<file path="src/rtl/l21d_pkg.sv">
// Purpose: shared constants and carriers of the line 21 text display block
// Assumes: 100 MHz system clock, 12 MHz dot rate, 32-bit AXI4-Lite register bus
// Notes: offsets are byte addresses
package l21d_pkg;
  localparam int unsigned CLK_HZ = 100_000_000;
  localparam int unsigned DOT_HZ = 12_000_000;
  localparam logic [6:0] DOT_STEP = 7'(DOT_HZ / 1_000_000);
  localparam logic [6:0] DOT_MOD = 7'(CLK_HZ / 1_000_000);
  localparam int unsigned BOX_CENTER_NS = 13500;
  localparam logic [9:0] BOX_CENTER_DOTS = 10'(BOX_CENTER_NS * (DOT_HZ / 1_000_000) / 1000);
  localparam logic [9:0] CELL_DOTS = 10'h008;
  localparam logic [9:0] ROW_CELLS = 10'h022;
  localparam logic [9:0] BOX_DOTS = 10'h110;
  localparam logic [9:0] HPOS_STEP_DOTS = 10'h004;
  localparam logic [8:0] BOX_TOP = 9'h02b;
  localparam logic [8:0] BOX_BOT = 9'h0ed;
  localparam logic [8:0] EXP_TOP = 9'h029;
  localparam logic [8:0] EXP_BOT = 9'h0ee;
  localparam logic [8:0] ROW_LINES = 9'h00d;
  localparam logic [3:0] SCROLL_LINES = 4'hd;
  localparam logic [4:0] LAST_COL = 5'h1f;
  localparam logic [4:0] NTSC_DATA_LINE = 5'h15;
  localparam logic [4:0] PAL_DATA_LINE = 5'h16;
  localparam logic [3:0] TEXT_ROWS_RST = 4'hf;
  localparam logic [3:0] BASE_ROW_RST = 4'h0;
  localparam logic [7:0] HPOS_RST = 8'h00;
  localparam logic [31:0] ADDR_CTRL = 32'h0000_0000;
  localparam logic [31:0] ADDR_HPOS = 32'h0000_0004;
  localparam logic [31:0] ADDR_TEXT = 32'h0000_0008;
  localparam logic [31:0] ADDR_STAT = 32'h0000_000c;
  localparam logic [1:0] RESP_OK = 2'h0;
  localparam logic [1:0] RESP_DECERR = 2'h3;

  typedef struct packed {
    logic [3:0] chan;
    logic dec_on;
    logic pal;
    logic hlock_flyback;
    logic vlock_vin;
    logic blue_box;
    logic shadow;
    logic ext_attr_en;
    logic ext_chars;
    logic expand;
  } l21d_ctrl_t;
  localparam l21d_ctrl_t CTRL_RST = '0;

  // command processor events for the selected text channel
  typedef struct packed {
    logic chr;
    logic cr;
    logic start_text;
    logic resume_text;
    logic other_chan;
  } l21d_evt_t;

  // glyph and attribute answer for the addressed cell and dot
  typedef struct packed {
    logic glyph_dot;
    logic accent_dot;
    logic desc_here;
    logic [2:0] fg_color;
    logic attr_semi;
  } l21d_pix_t;
endpackage : l21d_pkg

</file>
<file path="src/rtl/l21d_display.sv">
// Purpose: on-screen timing, cell addressing, keying and text row control
// Assumes: inputs synchronous to clk; glyph store answers combinationally
// Notes: channel 0-3 captions, 4-7 text, 8 extended data
//
// Contract
// pick one of nine channels; off hides
// PAL/SECAM option takes data from line 22
// horizontal lock to video or flyback input
// vertical lock video default, else external pulse
// horizontal box position in quarter-cell steps; code steps half a cell (4 dots)
// 12x18 glyph in 16x26 cell, border
// alternate glyph rows and columns per field
// 32 characters plus two black end cells
// box from line 43 to 237, rows butted
// default box centre 13.5 us after sync
// black box, blue on command, all modes; code draws no box, only shadow dots, with shadow on
// drop shadow two dots right and below
// extended characters always; attributes user gated
// semi-transparent background floats box keying output
// accents in row above; descender wins
// expanded box two lines above, one below
// shared code space; host restores extended set
// text box only while line 21 valid
// text fills from top, then scrolls up
// other channel halts; resume keeps pointer
// start text clears, restarts row 1 col 1
// text row count and base row programmable
// scroll one line per frame; CR jumps
// all timing from the 12 MHz dot rate
// reset picks video lock, black, default position
`timescale 1ns/100ps
`default_nettype none
module l21d_display (
  input wire logic clk,
  input wire logic nrst,
  input wire logic [31:0] awaddr,
  input wire logic awvalid,
  output logic awready,
  input wire logic [31:0] wdata,
  input wire logic [3:0] wstrb,
  input wire logic wvalid,
  output logic wready,
  output logic [1:0] bresp,
  output logic bvalid,
  input wire logic bready,
  input wire logic [31:0] araddr,
  input wire logic arvalid,
  output logic arready,
  output logic [31:0] rdata,
  output logic [1:0] rresp,
  output logic rvalid,
  input wire logic rready,
  input wire logic video_hsync,
  input wire logic horiz_flyback_in,
  input wire logic video_vsync,
  input wire logic vert_in,
  input wire logic line21_valid,
  input wire l21d_pkg::l21d_evt_t evt,
  input wire l21d_pkg::l21d_pix_t pix,
  output logic [3:0] chan_sel,
  output logic [4:0] data_line,
  output logic charset_graphics,
  output logic [3:0] disp_row,
  output logic [5:0] disp_cell,
  output logic [4:0] glyph_row,
  output logic [3:0] glyph_col,
  output logic text_clear,
  output logic text_roll,
  output logic [2:0] rgb,
  output logic box_key_o,
  output logic box_key_oe
);
  typedef struct packed {
    l21d_pkg::l21d_ctrl_t ctrl;
    logic [7:0] hpos;
    logic [3:0] text_rows;
    logic [3:0] base_row;
    logic [6:0] acc;
    logic [9:0] dot;
    logic [8:0] line;
    logic field;
    logic hs_q;
    logic vs_q;
    logic [3:0] row;
    logic [4:0] col;
    logic halted;
    logic [3:0] scroll;
    logic clear_p;
    logic roll_p;
    logic [1:0] sh_dly;
    logic [271:0] line_buf;
    logic [2:0] rgb;
    logic key;
    logic key_oe;
    logic bvalid;
    logic [1:0] bresp;
    logic rvalid;
    logic [1:0] rresp;
    logic [31:0] rdata;
  } l21d_state_t;

  l21d_state_t st, next_st;
  logic dot_tick, hs_sel, vs_sel, hs_edge, vs_edge, frame_end, wr_go, rd_go;
  logic text_mode, show, in_v, in_h, in_cell, fg, shad, in_text_rows;
  logic [9:0] box_start, hx;
  logic [8:0] vtop, vbot, vy, vys;
  logic [3:0] row_num;
  logic [8:0] row_line;

  assign dot_tick = (st.acc + l21d_pkg::DOT_STEP) >= l21d_pkg::DOT_MOD;
  assign hs_sel = st.ctrl.hlock_flyback ? horiz_flyback_in : video_hsync;
  assign vs_sel = st.ctrl.vlock_vin ? vert_in : video_vsync;
  assign hs_edge = hs_sel & ~st.hs_q;
  assign vs_edge = vs_sel & ~st.vs_q;
  assign frame_end = vs_edge & st.field;
  assign text_mode = st.ctrl.chan[3:2] == 2'h1;
  // text box only with live line 21 code; decoder off hides all
  assign show = st.ctrl.dec_on & (~text_mode | line21_valid);
  // centre at 13.5 us, offset in half-cell (4-dot) steps
  assign box_start = l21d_pkg::BOX_CENTER_DOTS - (l21d_pkg::BOX_DOTS >> 1)
    + 10'({{2{st.hpos[7]}}, st.hpos} * l21d_pkg::HPOS_STEP_DOTS);
  assign hx = st.dot - box_start;
  assign in_h = (st.dot >= box_start) && (hx < l21d_pkg::BOX_DOTS);
  assign vtop = st.ctrl.expand ? l21d_pkg::EXP_TOP : l21d_pkg::BOX_TOP;
  assign vbot = st.ctrl.expand ? l21d_pkg::EXP_BOT : l21d_pkg::BOX_BOT;
  assign in_v = (st.line >= vtop) && (st.line <= vbot);
  assign vy = st.line - l21d_pkg::BOX_TOP;
  assign vys = vy + 9'(st.scroll);
  assign row_num = 4'(vys / l21d_pkg::ROW_LINES);
  assign row_line = vys % l21d_pkg::ROW_LINES;
  assign in_text_rows = ~text_mode
    || ((row_num >= st.base_row) && (row_num - st.base_row < st.text_rows));
  assign in_cell = (hx[8:3] != 6'h00) && (hx[8:3] != 6'(l21d_pkg::ROW_CELLS - 10'h001));
  // accent of the row below lands here unless a descender owns the dot
  assign fg = in_cell & (pix.glyph_dot | (pix.accent_dot & ~pix.desc_here));
  assign shad = st.sh_dly[1] | st.line_buf[hx[8:0]];
  assign wr_go = awvalid & wvalid & ~st.bvalid;
  assign rd_go = arvalid & ~st.rvalid;

  always_comb
  begin
    next_st = st;
    next_st.clear_p = 1'b0;
    next_st.roll_p = 1'b0;
    next_st.hs_q = hs_sel;
    next_st.vs_q = vs_sel;
    next_st.acc = dot_tick ? 7'(st.acc + l21d_pkg::DOT_STEP - l21d_pkg::DOT_MOD)
      : 7'(st.acc + l21d_pkg::DOT_STEP);
    if (hs_edge)
    begin
      next_st.dot = '0;
      next_st.line = 9'(st.line + 9'h001);
    end
    else if (dot_tick)
    begin
      next_st.dot = 10'(st.dot + 10'h001);
    end
    if (vs_edge)
    begin
      next_st.line = '0;
      next_st.field = ~st.field;
    end
    if (frame_end && st.scroll != 4'h0)
    begin
      next_st.scroll = 4'(st.scroll - 4'h1);
    end
    if (evt.start_text)
    begin
      next_st.row = st.base_row;
      next_st.col = '0;
      next_st.scroll = '0;
      next_st.halted = 1'b0;
      next_st.clear_p = 1'b1;
    end
    else if (evt.other_chan)
    begin
      next_st.halted = 1'b1;
    end
    else if (evt.resume_text)
    begin
      next_st.halted = 1'b0;
    end
    else if (!st.halted && evt.cr)
    begin
      next_st.col = '0;
      if (st.row - st.base_row < st.text_rows - 4'h1)
      begin
        next_st.row = 4'(st.row + 4'h1);
      end
      else
      begin
        next_st.scroll = l21d_pkg::SCROLL_LINES;
        next_st.roll_p = 1'b1;
      end
    end
    else if (!st.halted && evt.chr && st.col != l21d_pkg::LAST_COL)
    begin
      next_st.col = 5'(st.col + 5'h01);
    end
    if (dot_tick)
    begin
      next_st.sh_dly = {st.sh_dly[0], fg};
      if (in_h)
      begin
        next_st.line_buf[hx[8:0]] = fg;
      end
      next_st.key_oe = 1'b1;
      next_st.key = 1'b0;
      next_st.rgb = 3'h0;
      if (show && in_h && in_v && in_text_rows)
      begin
        if (fg)
        begin
          next_st.rgb = pix.fg_color;
          next_st.key = 1'b1;
        end
        else if (st.ctrl.shadow)
        begin
          next_st.key = shad;
        end
        else
        begin
          next_st.rgb = st.ctrl.blue_box ? 3'h1 : 3'h0;
          next_st.key = 1'b1;
        end
        if (st.ctrl.ext_attr_en && pix.attr_semi)
        begin
          next_st.key_oe = 1'b0;
        end
      end
    end
    next_st.bvalid = st.bvalid & ~bready;
    next_st.rvalid = st.rvalid & ~rready;
    if (wr_go)
    begin
      next_st.bvalid = 1'b1;
      next_st.bresp = l21d_pkg::RESP_OK;
      unique case (awaddr)
        l21d_pkg::ADDR_CTRL:
        begin
          if (wstrb[0]) {next_st.ctrl.ext_chars, next_st.ctrl.dec_on, next_st.ctrl.chan}
            = {wdata[7], wdata[6], wdata[3:0]};
          if (wstrb[1]) {next_st.ctrl.expand, next_st.ctrl.ext_attr_en, next_st.ctrl.shadow,
            next_st.ctrl.blue_box, next_st.ctrl.vlock_vin, next_st.ctrl.hlock_flyback,
            next_st.ctrl.pal} = wdata[14:8];
        end
        l21d_pkg::ADDR_HPOS:
        begin
          if (wstrb[0]) next_st.hpos = wdata[7:0];
        end
        l21d_pkg::ADDR_TEXT:
        begin
          if (wstrb[0]) {next_st.base_row, next_st.text_rows} = wdata[7:0];
        end
        l21d_pkg::ADDR_STAT:
        begin
          next_st.bresp = l21d_pkg::RESP_OK;
        end
        default:
        begin
          next_st.bresp = l21d_pkg::RESP_DECERR;
        end
      endcase
    end
    if (rd_go)
    begin
      next_st.rvalid = 1'b1;
      next_st.rresp = l21d_pkg::RESP_OK;
      unique case (araddr)
        l21d_pkg::ADDR_CTRL: next_st.rdata = {17'h0, st.ctrl.expand, st.ctrl.ext_attr_en,
          st.ctrl.shadow, st.ctrl.blue_box, st.ctrl.vlock_vin, st.ctrl.hlock_flyback,
          st.ctrl.pal, st.ctrl.ext_chars, st.ctrl.dec_on, 2'h0, st.ctrl.chan};
        l21d_pkg::ADDR_HPOS: next_st.rdata = {24'h0, st.hpos};
        l21d_pkg::ADDR_TEXT: next_st.rdata = {24'h0, st.base_row, st.text_rows};
        l21d_pkg::ADDR_STAT: next_st.rdata = {14'h0, st.field, st.halted, st.scroll,
          3'h0, st.col, st.row};
        default:
        begin
          next_st.rdata = '0;
          next_st.rresp = l21d_pkg::RESP_DECERR;
        end
      endcase
    end
  end

  always_ff @(posedge clk or negedge nrst)
  begin
    if (!nrst)
    begin
      st <= '0;
      st.ctrl <= l21d_pkg::CTRL_RST;
      st.hpos <= l21d_pkg::HPOS_RST;
      st.text_rows <= l21d_pkg::TEXT_ROWS_RST;
      st.base_row <= l21d_pkg::BASE_ROW_RST;
      st.key_oe <= 1'b1;
    end
    else
    begin
      st <= next_st;
    end
  end

  assign awready = wr_go;
  assign wready = wr_go;
  assign bvalid = st.bvalid;
  assign bresp = st.bresp;
  assign arready = rd_go;
  assign rvalid = st.rvalid;
  assign rresp = st.rresp;
  assign rdata = st.rdata;
  assign chan_sel = st.ctrl.chan;
  assign data_line = st.ctrl.pal ? l21d_pkg::PAL_DATA_LINE : l21d_pkg::NTSC_DATA_LINE;
  // drop shadow maps the shared codes to graphics unless host forces extended
  assign charset_graphics = st.ctrl.shadow & ~st.ctrl.ext_chars;
  assign disp_row = row_num;
  assign disp_cell = hx[8:3];
  assign glyph_row = 5'({row_line[3:0], st.field});
  assign glyph_col = {hx[2:0], st.field};
  assign text_clear = st.clear_p;
  assign text_roll = st.roll_p;
  assign rgb = st.rgb;
  assign box_key_o = st.key;
  assign box_key_oe = st.key_oe;

  AST_START_CLEARS: assert property (@(posedge clk) disable iff (!nrst)
    evt.start_text |=> text_clear && st.col == 5'h00 && st.row == st.base_row)
    else $error("start text did not clear and home");
  AST_HALT_HOLDS: assert property (@(posedge clk) disable iff (!nrst)
    st.halted && !evt.start_text && !evt.resume_text |=> $stable(st.col) && $stable(st.row))
    else $error("pointer moved while halted");
  AST_RESUME: assert property (@(posedge clk) disable iff (!nrst)
    evt.resume_text && !evt.start_text && !evt.other_chan |=> !st.halted)
    else $error("resume did not restart processing");
  AST_SCROLL_STEP: assert property (@(posedge clk) disable iff (!nrst)
    frame_end && st.scroll != 4'h0 && !evt.cr && !evt.start_text
    |=> st.scroll == $past(st.scroll) - 4'h1)
    else $error("scroll did not step one line per frame");
  AST_CR_JUMP: assert property (@(posedge clk) disable iff (!nrst)
    evt.cr && !st.halted && !evt.start_text && !evt.other_chan && !evt.resume_text
    && st.scroll != 4'h0 |=> st.scroll == l21d_pkg::SCROLL_LINES && text_roll)
    else $error("carriage return mid scroll did not jump");
  AST_SEMI_FLOAT: assert property (@(posedge clk) disable iff (!nrst)
    dot_tick && show && in_h && in_v && in_text_rows && st.ctrl.ext_attr_en && pix.attr_semi
    |=> !box_key_oe)
    else $error("semi-transparent did not float keying");
  AST_ATTR_GATED: assert property (@(posedge clk) disable iff (!nrst)
    dot_tick && !st.ctrl.ext_attr_en |=> box_key_oe)
    else $error("attribute acted while disabled");
  AST_HIDDEN: assert property (@(posedge clk) disable iff (!nrst)
    dot_tick && (!show || !in_v) |=> !box_key_o && rgb == 3'h0)
    else $error("box shown outside its window");
  AST_BLUE_BOX: assert property (@(posedge clk) disable iff (!nrst)
    dot_tick && show && in_h && in_v && in_text_rows && !fg && !st.ctrl.shadow
    |=> box_key_o && rgb == ($past(st.ctrl.blue_box) ? 3'h1 : 3'h0))
    else $error("box colour wrong");
  AST_DOT_RATE: assert property (@(posedge clk) disable iff (!nrst)
    dot_tick |=> !dot_tick ##1 !dot_tick ##1 !dot_tick ##1 !dot_tick ##1 !dot_tick
    ##1 !dot_tick ##1 !dot_tick)
    else $error("dot rate above 12 MHz");
  AST_BRESP: assert property (@(posedge clk) disable iff (!nrst)
    bvalid && !bready |=> bvalid && $stable(bresp))
    else $error("write response dropped");
  COV_WRITE: cover property (@(posedge clk) disable iff (!nrst) wr_go ##1 bvalid);
  COV_ROLL: cover property (@(posedge clk) disable iff (!nrst) text_roll);
  COV_SEMI: cover property (@(posedge clk) disable iff (!nrst) !box_key_oe);
  COV_SHADOW: cover property (@(posedge clk) disable iff (!nrst)
    st.ctrl.shadow && box_key_o && rgb == 3'h0);
endmodule : l21d_display
`default_nettype wire

</file>
<file path="config.mk">
export PLATFORM = sky130hd
export DESIGN_NAME = l21d_display
export DESIGN_NICKNAME = d
export VERILOG_FILES = /design/src/rtl/l21d_pkg.sv /design/src/rtl/l21d_display.sv
export SDC_FILE = /design/constraint.sdc
export NUM_CORES = 1
export LEC_CHECK = 0
export ABC_CLOCK_PERIOD_IN_PS = 12000
export BUFFER_PORTS_ARGS = -buffer_cell sky130_fd_sc_hd__buf_2
export CORE_ASPECT_RATIO = 1.25
export CORE_MARGIN = 4
export CORE_UTILIZATION = 30
export DETAILED_ROUTE_END_ITERATION = 6
export MAX_ROUTING_LAYER = met4
export PLACE_DENSITY = 0.52
export SYNTH_ARGS = -nofsm -noshare
export SYNTH_HDL_FRONTEND = slang
export SYNTH_SLANG_ARGS = --single-unit
</file>
<file path="constraint.sdc">
create_clock -name clk -period 12 [get_ports clk]
set_clock_uncertainty 0.05 [all_clocks]
set_input_delay 2.4 -clock clk [delete_from_list [all_inputs] [get_ports clk]]
set_output_delay 2.4 -clock clk [all_outputs]
set_load 0.01 [all_outputs]
</file>
==> results.md, run 1 <==
- Critical path data arrival time: 6.90 ns
- Total iterations of the first detailed-routing run: 5
- Number of placement rows: 109
- Cell type with the highest occurrence count on the critical path: sky130_fd_sc_hd__ha_1
- Synth area leaders: sky130_fd_sc_hd__dfrtp_1, sky130_fd_sc_hd__mux4_2, sky130_fd_sc_hd__o31ai_1
- Endpoint required time on the critical path: 9.55 ns
- Total grt overflow: 0
- Worst reg2reg path depth: 31
- H-tree Lvls: 2
- Max IR drop VDD: 0.0953 mV
- Final routed DRC violation total: 0
- Flip-flop cell with the highest count after synthesis: sky130_fd_sc_hd__dfrtp_1
- Buffers added on ports: 164
- Library cell with the largest summed area after synthesis: sky130_fd_sc_hd__dfrtp_1
- Sum of net half-perimeters after detailed placement: 39800 µm
- Part of the Yosys area used for sequential elements: 43.7%
- Number of pins exceeding their max-slew limit in the final report: 0
- End of the worst hold path: rdata[9]
- Maximum cell stage delay along the critical path: 0.52 ns
- Root Buffer Master: sky130_fd_sc_hd__clkbuf_16
- Final worst path period need: 9.35 ns
- Number of top-level pins: 201
- Worst slew margin: 20.7%
- Setup-failing EPs final: 0
- Destination of the worst register-to-register timing path: rgb[1]
- Area taken by multi-input logic gates: 0.0108 mm²
- Wire length of the first global-routing pass: 96700 µm
- Slowest CP cell: sky130_fd_sc_hd__a211oi_2
- Count of endpoints failing hold in the final timing report: 0
- Post-layout net count: 2229
- Routed wire per std cell: 20.7 µm
- Floorplan die area: 0.0756 mm²
- Worst path top cell family by delay: compound AO/OA/AOI/OAI gates
- Maximum root-to-sink buffer count: 3
- Leading cell type by number of instances after synthesis: sky130_fd_sc_hd__dfrtp_1
- Slack of the critical path: 2.65 ns
- Number of maximum-capacitance violations: 0
- Fillers: 7169
- Portion of synthesized cell area occupied by the leading cell type: 43.1%
- Antenna Diode Count: 0
- Async SR Flop Fraction: 100%
- Worst Hold Slack: 0.421 ns
- Min-delay worst type: flip-flop to flip-flop
- Critical path cell sequence: ha_1, ha_1, fa_1, a21o_1, a21oi_1, xnor2_1, inv_1, ha_1, a211oi_1, nand4_1, a211oi_2, nor3_4, and4_1, a211oi_2, and2_1, o22ai_1, a211o_1, a21oi_1, o21ai_1, buf_2
- Core area: 0.0706 mm²
- Width of the die: 247 µm
- Path type of the worst setup path: flip-flop to output pin
- Worst Setup End Kind: output pin
- Count of antenna-violating nets left after detailed routing: 0
- Final standard cell utilization of the core: 33.8%
- Post-CTS repair timing setup buffer count: 0
- Gate count after technology mapping: 2053
- Number of library cell types mapped by synthesis: 99
- Number of gates given a new drive strength after cts: 0
- Initial cell density of the core: 30.3%
- Number of instances on the worst hold path: 2
- Wirelength, routed: 62500 µm
- Slew of the pin with the lowest slew margin: 1.18 ns
- Power per cell area: 123 mW/mm²
- Synthesized cell area: 0.0214 mm²
- Flop-to-flop setup slack: 3.19 ns
- Initial antenna violation count: 0
- Via-per-instance ratio: 5.51
- Worst min-delay path startpoint: rdata[9]
- Area overhead of the layout relative to synthesis: 11.8%
- Number of hold buffers added after cts: 0
- Maximum frequency from static timing analysis: 107 MHz
- Fin crit share: 78.0%
- Clock latency on the worst-skew pair: 0.58 ns
- Synth cell count leaders: sky130_fd_sc_hd__dfrtp_1, sky130_fd_sc_hd__o21ai_0, sky130_fd_sc_hd__o31ai_1
- Iter 0 DRT Violations: 1432
- Count of vias placed by the detailed router: 16628
- Clock tree from TritonCTS: yes
- Post-synthesis area per instance: 10.4 µm²
- Number of sinks handled by clock tree synthesis: 373
- Number of enable-type register cells in the synthesized netlist: 0
- Flip-flop and latch count after synthesis: 373
- Yosys warning total: 0
- Number of buffer and inverter instances along the worst setup path: 2
- Gpl congestion: 0.812
- Startpoint of the worst-slack reg-to-reg timing path: st[320]
- Power, Total: 2.94 mW
- Clock input transition at the sequential cells of the worst setup and hold paths: 0.06 ns
- Startpoint types: flip-flop
- Post-placement setup slack: 3.20 ns
- Overall Global Routing Usage: 16.6%
- Setup repair after global routing missed its margin: false
- Vias in the first global route: 16405
- Register Area: 0.00935 mm²
- Worst-path fanout max: 12
- Pin count of the biggest net entering global routing: 235
- Layout cell share with drive strength beyond 1: 20.2%
- Die outline height: 306 µm
- CTS Buf Count: 40
- Leakage power summed over all cells: 8.47 nW
- Final sum of negative setup slack: 0 ns
- Status: finished clean
-- registers in the layout, indices dropped and copies added, names as in the netlist, 3 cells and up --
| signal | count |
|---|---|
| rgb | 3 |
| chan_sel | 4 |
| rdata | 18 |
| st | 339 |
-- placed cells by master, fill, tap and decap left out, types with 11 or more instances in the layout --
cell and count:
sky130_fd_sc_hd__clkbuf_16 41, sky130_fd_sc_hd__o21a_1 21, sky130_fd_sc_hd__inv_1 54, sky130_fd_sc_hd__xnor2_1 32, sky130_fd_sc_hd__mux2i_1 11, sky130_fd_sc_hd__nand4_1 17, sky130_fd_sc_hd__o21ai_0 294, sky130_fd_sc_hd__nor4_1 23
sky130_fd_sc_hd__mux2_2 26, sky130_fd_sc_hd__or4_1 17, sky130_fd_sc_hd__mux4_2 93, sky130_fd_sc_hd__o31ai_1 263, sky130_fd_sc_hd__conb_1 17, sky130_fd_sc_hd__nor2_1 71, sky130_fd_sc_hd__a21oi_1 42, sky130_fd_sc_hd__buf_2 163
sky130_fd_sc_hd__nand3_1 39, sky130_fd_sc_hd__buf_4 22, sky130_fd_sc_hd__ha_1 56, sky130_fd_sc_hd__nor3_1 16, sky130_fd_sc_hd__xor2_1 22, sky130_fd_sc_hd__nand2_1 107, sky130_fd_sc_hd__dfrtp_1 366
-- worst reg2reg max path: cells and delay by family (launching register included) --
family	cells	cell delay [ns]
AOI/OAI and AO/OA	14	3.48
adders and majority gates	7	2.26
and+or+nand+nor	6	1.79
DFF	1	0.48
buffers and inverters	3	0.43
xor gates and xnor gates	1	0.26
-- stage by stage --
step	std cells	cell area (µm²)
final	3019	23900
after global routing	3019	23900
after CTS	3019	23900
after detailed placement	2946	22500
after global placement	2946	22500
after floorplan	2068	21400
-- power by group --
part	internal [mW]	switching, mW
registers	1.27	0.0178
logic	0.133	0.251
clock network	0.739	0.536
total	2.14	0.805
-- how the worst max path moves through the flow --
stage / to / cells past startpoint / slack, ns / from
4_1_cts: glyph_row[4] / 20 / 2.69 / st[320]
6_report: glyph_row[2] / 20 / 2.65 / st[320]
3_5_place_dp: rgb[1] / 31 / 3.20 / st[320]
3_3_place_gp: rgb[1] / 30 / 3.29 / st[320]
5_1_grt: glyph_row[1] / 20 / 2.21 / st[320]
2_1_floorplan: glyph_row[1] / 22 / 4.16 / st[337]
-- layer usage --
metal	share of wire, %	vias up	GRT usage (%)
met2	48	624	26.6
li1	-	7691	-
met1	42	8214	21.6
met5	0	-	-
met3	6.7	99	2.79
met4	3.1	0	5.31
-- cells by family (layout without fill, tap and decap cells) --
| kind of cell | Yosys count | after routing | share of synthesized area [%] |
|---|---|---|---|
| and+or+nand+nor | 372 | 372 | 9.13 |
| other | 2 | 17 | 0.0351 |
| xor gates and xnor gates | 55 | 55 | 2.25 |
| AOI/OAI and AO/OA | 748 | 748 | 22.9 |
| buffers and inverters | 311 | 319 | 6.47 |
| DFF | 373 | 373 | 43.7 |
| adders and majority gates | 60 | 60 | 3.65 |
| muxes | 132 | 132 | 11.9 |
-- area by class of cell --
cell class | count | area share, %
Timing Repair Buffer | 188 | 4.33
Clock inverter | 15 | 0.717
Multi-Input combinational cell | 1384 | 45.0
Inverter | 58 | 0.911
Sequential cell | 373 | 39.1
Tap cell | 943 | 4.94
Clock buffer | 58 | 4.98
Power figures use the tool's default switching activity.
==> run 2, diff against run 1 <==
ABC_CLOCK_PERIOD_IN_PS = 9000   (was 12000)
clock period = 9 ns   (was 12 ns; I/O delays follow)
==> run 2 against run 1 <==
Against the previous run: critical path type unchanged; sequential power is 33% higher; core utilization is 0.060 points higher; cell count is 0.20% higher; clock power is 33% higher; via count is 0.41% lower; register-to-register slack worse by 2.4 ns; sequential share of layout area is 0.070 points lower; largest cell class unchanged; global-route usage is 0.21 points lower; count of clock-buffer cells in the layout stayed put; highest routed layer unchanged.
==> results.md, run 2 (synthesis results as in run 1) <==
- Max IR drop VDD: 0.114 mV (+20%)
- Worst-path fanout max: 12 (unchanged)
- Final worst path period need: 8.47 ns
- Wirelength, routed: 62100 µm (-0.52%)
- Layout cell share with drive strength beyond 1: 20.6% (+0.37 points)
- Number of placement rows: 109 (unchanged)
- Total iterations of the first detailed-routing run: 5 (unchanged)
- End of the worst hold path: rdata[16]
- Largest Register: st
- Count of antenna-violating nets left after detailed routing: 0 (unchanged)
- Number of pins exceeding their max-slew limit in the final report: 0 (unchanged)
- Post-CTS repair timing setup buffer count: 0 (unchanged)
- Final sum of negative setup slack: 0 ns (unchanged)
- Max FFs per register: 339 (unchanged)
- Worst min-delay path startpoint: rdata[16]
- Number of buffer and inverter instances along the worst setup path: 5 (+3)
- H-tree Lvls: 2 (unchanged)
- Startpoint of the worst-slack reg-to-reg timing path: st[319]
- Endpoint required time on the critical path: 7.15 ns (-2.40 ns)
- Most used cells in the layout excluding fill and tap cells: sky130_fd_sc_hd__dfrtp_1, sky130_fd_sc_hd__o21ai_0, sky130_fd_sc_hd__o31ai_1
- Routed wire per std cell: 20.5 µm (-0.72%)
- Worst slew margin: 19.7% (-1.1 points)
- Min-delay worst type: flip-flop to flip-flop
- Post-layout net count: 2235 (+0.27%)
- Iter 0 DRT Violations: 1285 (-10%)
- Die outline height: 306 µm (unchanged)
- Via-per-instance ratio: 5.47 (-0.61%)
- Antenna Diode Count: 0 (unchanged)
- Number of sinks handled by clock tree synthesis: 373 (unchanged)
- Setup-failing EPs final: 0 (unchanged)
- Flop-to-flop setup slack: 0.75 ns (-2.44 ns)
- Destination of the worst register-to-register timing path: rgb[2]
- Clock latency on the worst-skew pair: 0.56 ns (-0.02 ns)
- Number of maximum-capacitance violations: 0 (unchanged)
- Core area: 0.0706 mm² (unchanged)
- Floorplan die area: 0.0756 mm² (unchanged)
- Slowest CP cell: sky130_fd_sc_hd__or3b_1
- Maximum root-to-sink buffer count: 3 (unchanged)
- Leakage power summed over all cells: 8.50 nW (+0.28%)
- Maximum frequency from static timing analysis: 118 MHz
- Startpoint types: flip-flop
- Count of endpoints failing hold in the final timing report: 0 (unchanged)
- Total grt overflow: 0 (unchanged)
- CTS Buf Count: 39 (-2.5%)
- Worst reg2reg path depth: 33 (+6.5%)
- Fin crit share: 94.1%
- Fillers: 7129 (-0.56%)
- Overall Global Routing Usage: 16.4% (-0.21 points)
- Wire length of the first global-routing pass: 95700 µm (-1.0%)
- Power per cell area: 164 mW/mm² (+33%)
- Post-placement setup slack: 0.550 ns (-2.64 ns)
- Cell type with the highest occurrence count on the critical path: sky130_fd_sc_hd__ha_1
- Initial antenna violation count: 0 (unchanged)
- Width of the die: 247 µm (unchanged)
- Buffers added on ports: 164 (unchanged)
- Number of instances on the worst hold path: 2 (unchanged)
- Root Buffer Master: sky130_fd_sc_hd__clkbuf_16
- Register Area: 0.00935 mm² (unchanged)
- Critical path data arrival time: 6.62 ns (-0.28 ns)
- Vias in the first global route: 16185 (-1.3%)
- Initial cell density of the core: 30.3% (unchanged)
- Number of hold buffers added after cts: 0 (unchanged)
- Count of vias placed by the detailed router: 16559 (-0.41%)
- Sum of net half-perimeters after detailed placement: 40100 µm (+0.67%)
- Worst Setup End Kind: output pin
- Final standard cell utilization of the core: 33.9% (+0.060 points)
- Maximum cell stage delay along the critical path: 0.47 ns (-0.05 ns)
- Slack of the critical path: 0.528 ns (-2.12 ns)
- Final routed DRC violation total: 0 (unchanged)
- Clock tree from TritonCTS: yes
- Path type of the worst setup path: flip-flop to output pin
- Critical path cell sequence: inv_1, ha_1, inv_1, ha_1, fa_1, a21o_1, a21oi_1, xnor2_1, inv_2, ha_1, a2111oi_1, a211oi_2, or2_1, o22ai_1, a2bb2oi_4, or3b_1, and2_1, buf_4, a211oi_1, o32ai_1, a211oi_1, buf_2
- Setup repair after global routing missed its margin: false
- Number of top-level pins: 201 (unchanged)
- Slew of the pin with the lowest slew margin: 1.20 ns (+0.0158 ns)
- Area overhead of the layout relative to synthesis: 12.0%
- Clock input transition at the sequential cells of the worst setup and hold paths: 0.06 ns (about the same)
- Most common cell after layout, fill and taps aside: sky130_fd_sc_hd__dfrtp_1
- Area taken by multi-input logic gates: 0.0108 mm² (+0.17%)
- Pin count of the biggest net entering global routing: 161 (-31%)
- Worst path top cell family by delay: compound AO/OA/AOI/OAI gates
- Gpl congestion: 0.819 (+0.85%)
- Status: finished clean
==> run 2: worst min-delay path, stage by stage (launching register included) <==
cell,delay (ns)
sky130_fd_sc_hd__dfrtp_1,0.34
sky130_fd_sc_hd__nand2_1,0.05
sky130_fd_sc_hd__nand2_1,0.05
==> run 2: per-layer routing <==
metal | vias to the layer above | part of all wire (%) | GRT usage [%]
li1 | 7709 | - | -
met1 | 8239 | 42 | 20.3
met2 | 516 | 50 | 28.2
met3 | 95 | 5.6 | 2.19
met4 | 0 | 2.8 | 4.82
met5 | - | 0 | -
==> run 2: worst max-delay path by stage <==
| stage | startpoint | endpoint | slack, ns | depth (start not counted) |
|---|---|---|---|---|
| after detailed placement | st[319] | rgb[1] | 0.55 | 33 |
| final | st[319] | glyph_row[1] | 0.53 | 22 |
| after global routing | st[321] | glyph_row[1] | 0.1 | 21 |
| after CTS | st[319] | glyph_row[3] | 0.43 | 22 |
| after floorplan | st[337] | rgb[1] | 1.58 | 34 |
| after global placement | st[319] | rgb[1] | 0.57 | 32 |
==> run 2: layout make-up <==
cell class                      count  area share, %
Tap cell                          943           4.93
Sequential cell                   373           39.0
Timing Repair Buffer              195           4.55
Clock buffer                       58           4.79
Multi-Input combinational cell   1384           45.0
Clock inverter                     14          0.773
Inverter                           58          0.909
==> run 2: timing repair <==
action / CTS / global route
setup endpoints to repair: 0 / 4
endpoints found under the hold margin: 0 / 0
gates resized for setup: 0 / 4
==> run 2: where the power goes <==
group	internal, mW	total, mW	switching (mW)
registers	1.69	1.71	0.0206
clock network	0.981	1.69	0.708
logic	0.186	0.528	0.342
total	2.86	3.93	1.07
==> run 2: stage by stage <==
step,cell area (µm²),instances,hold slack (ns),power (mW)
3_3_place_gp,22600,2953,0.396,2.27
3_5_place_dp,22600,2953,0.404,2.27
6_report,23900,3025,0.418,3.93
5_1_grt,23900,3025,0.436,4.10
4_1_cts,23900,3025,0.418,3.98
2_1_floorplan,21400,2068,0.390,2.09
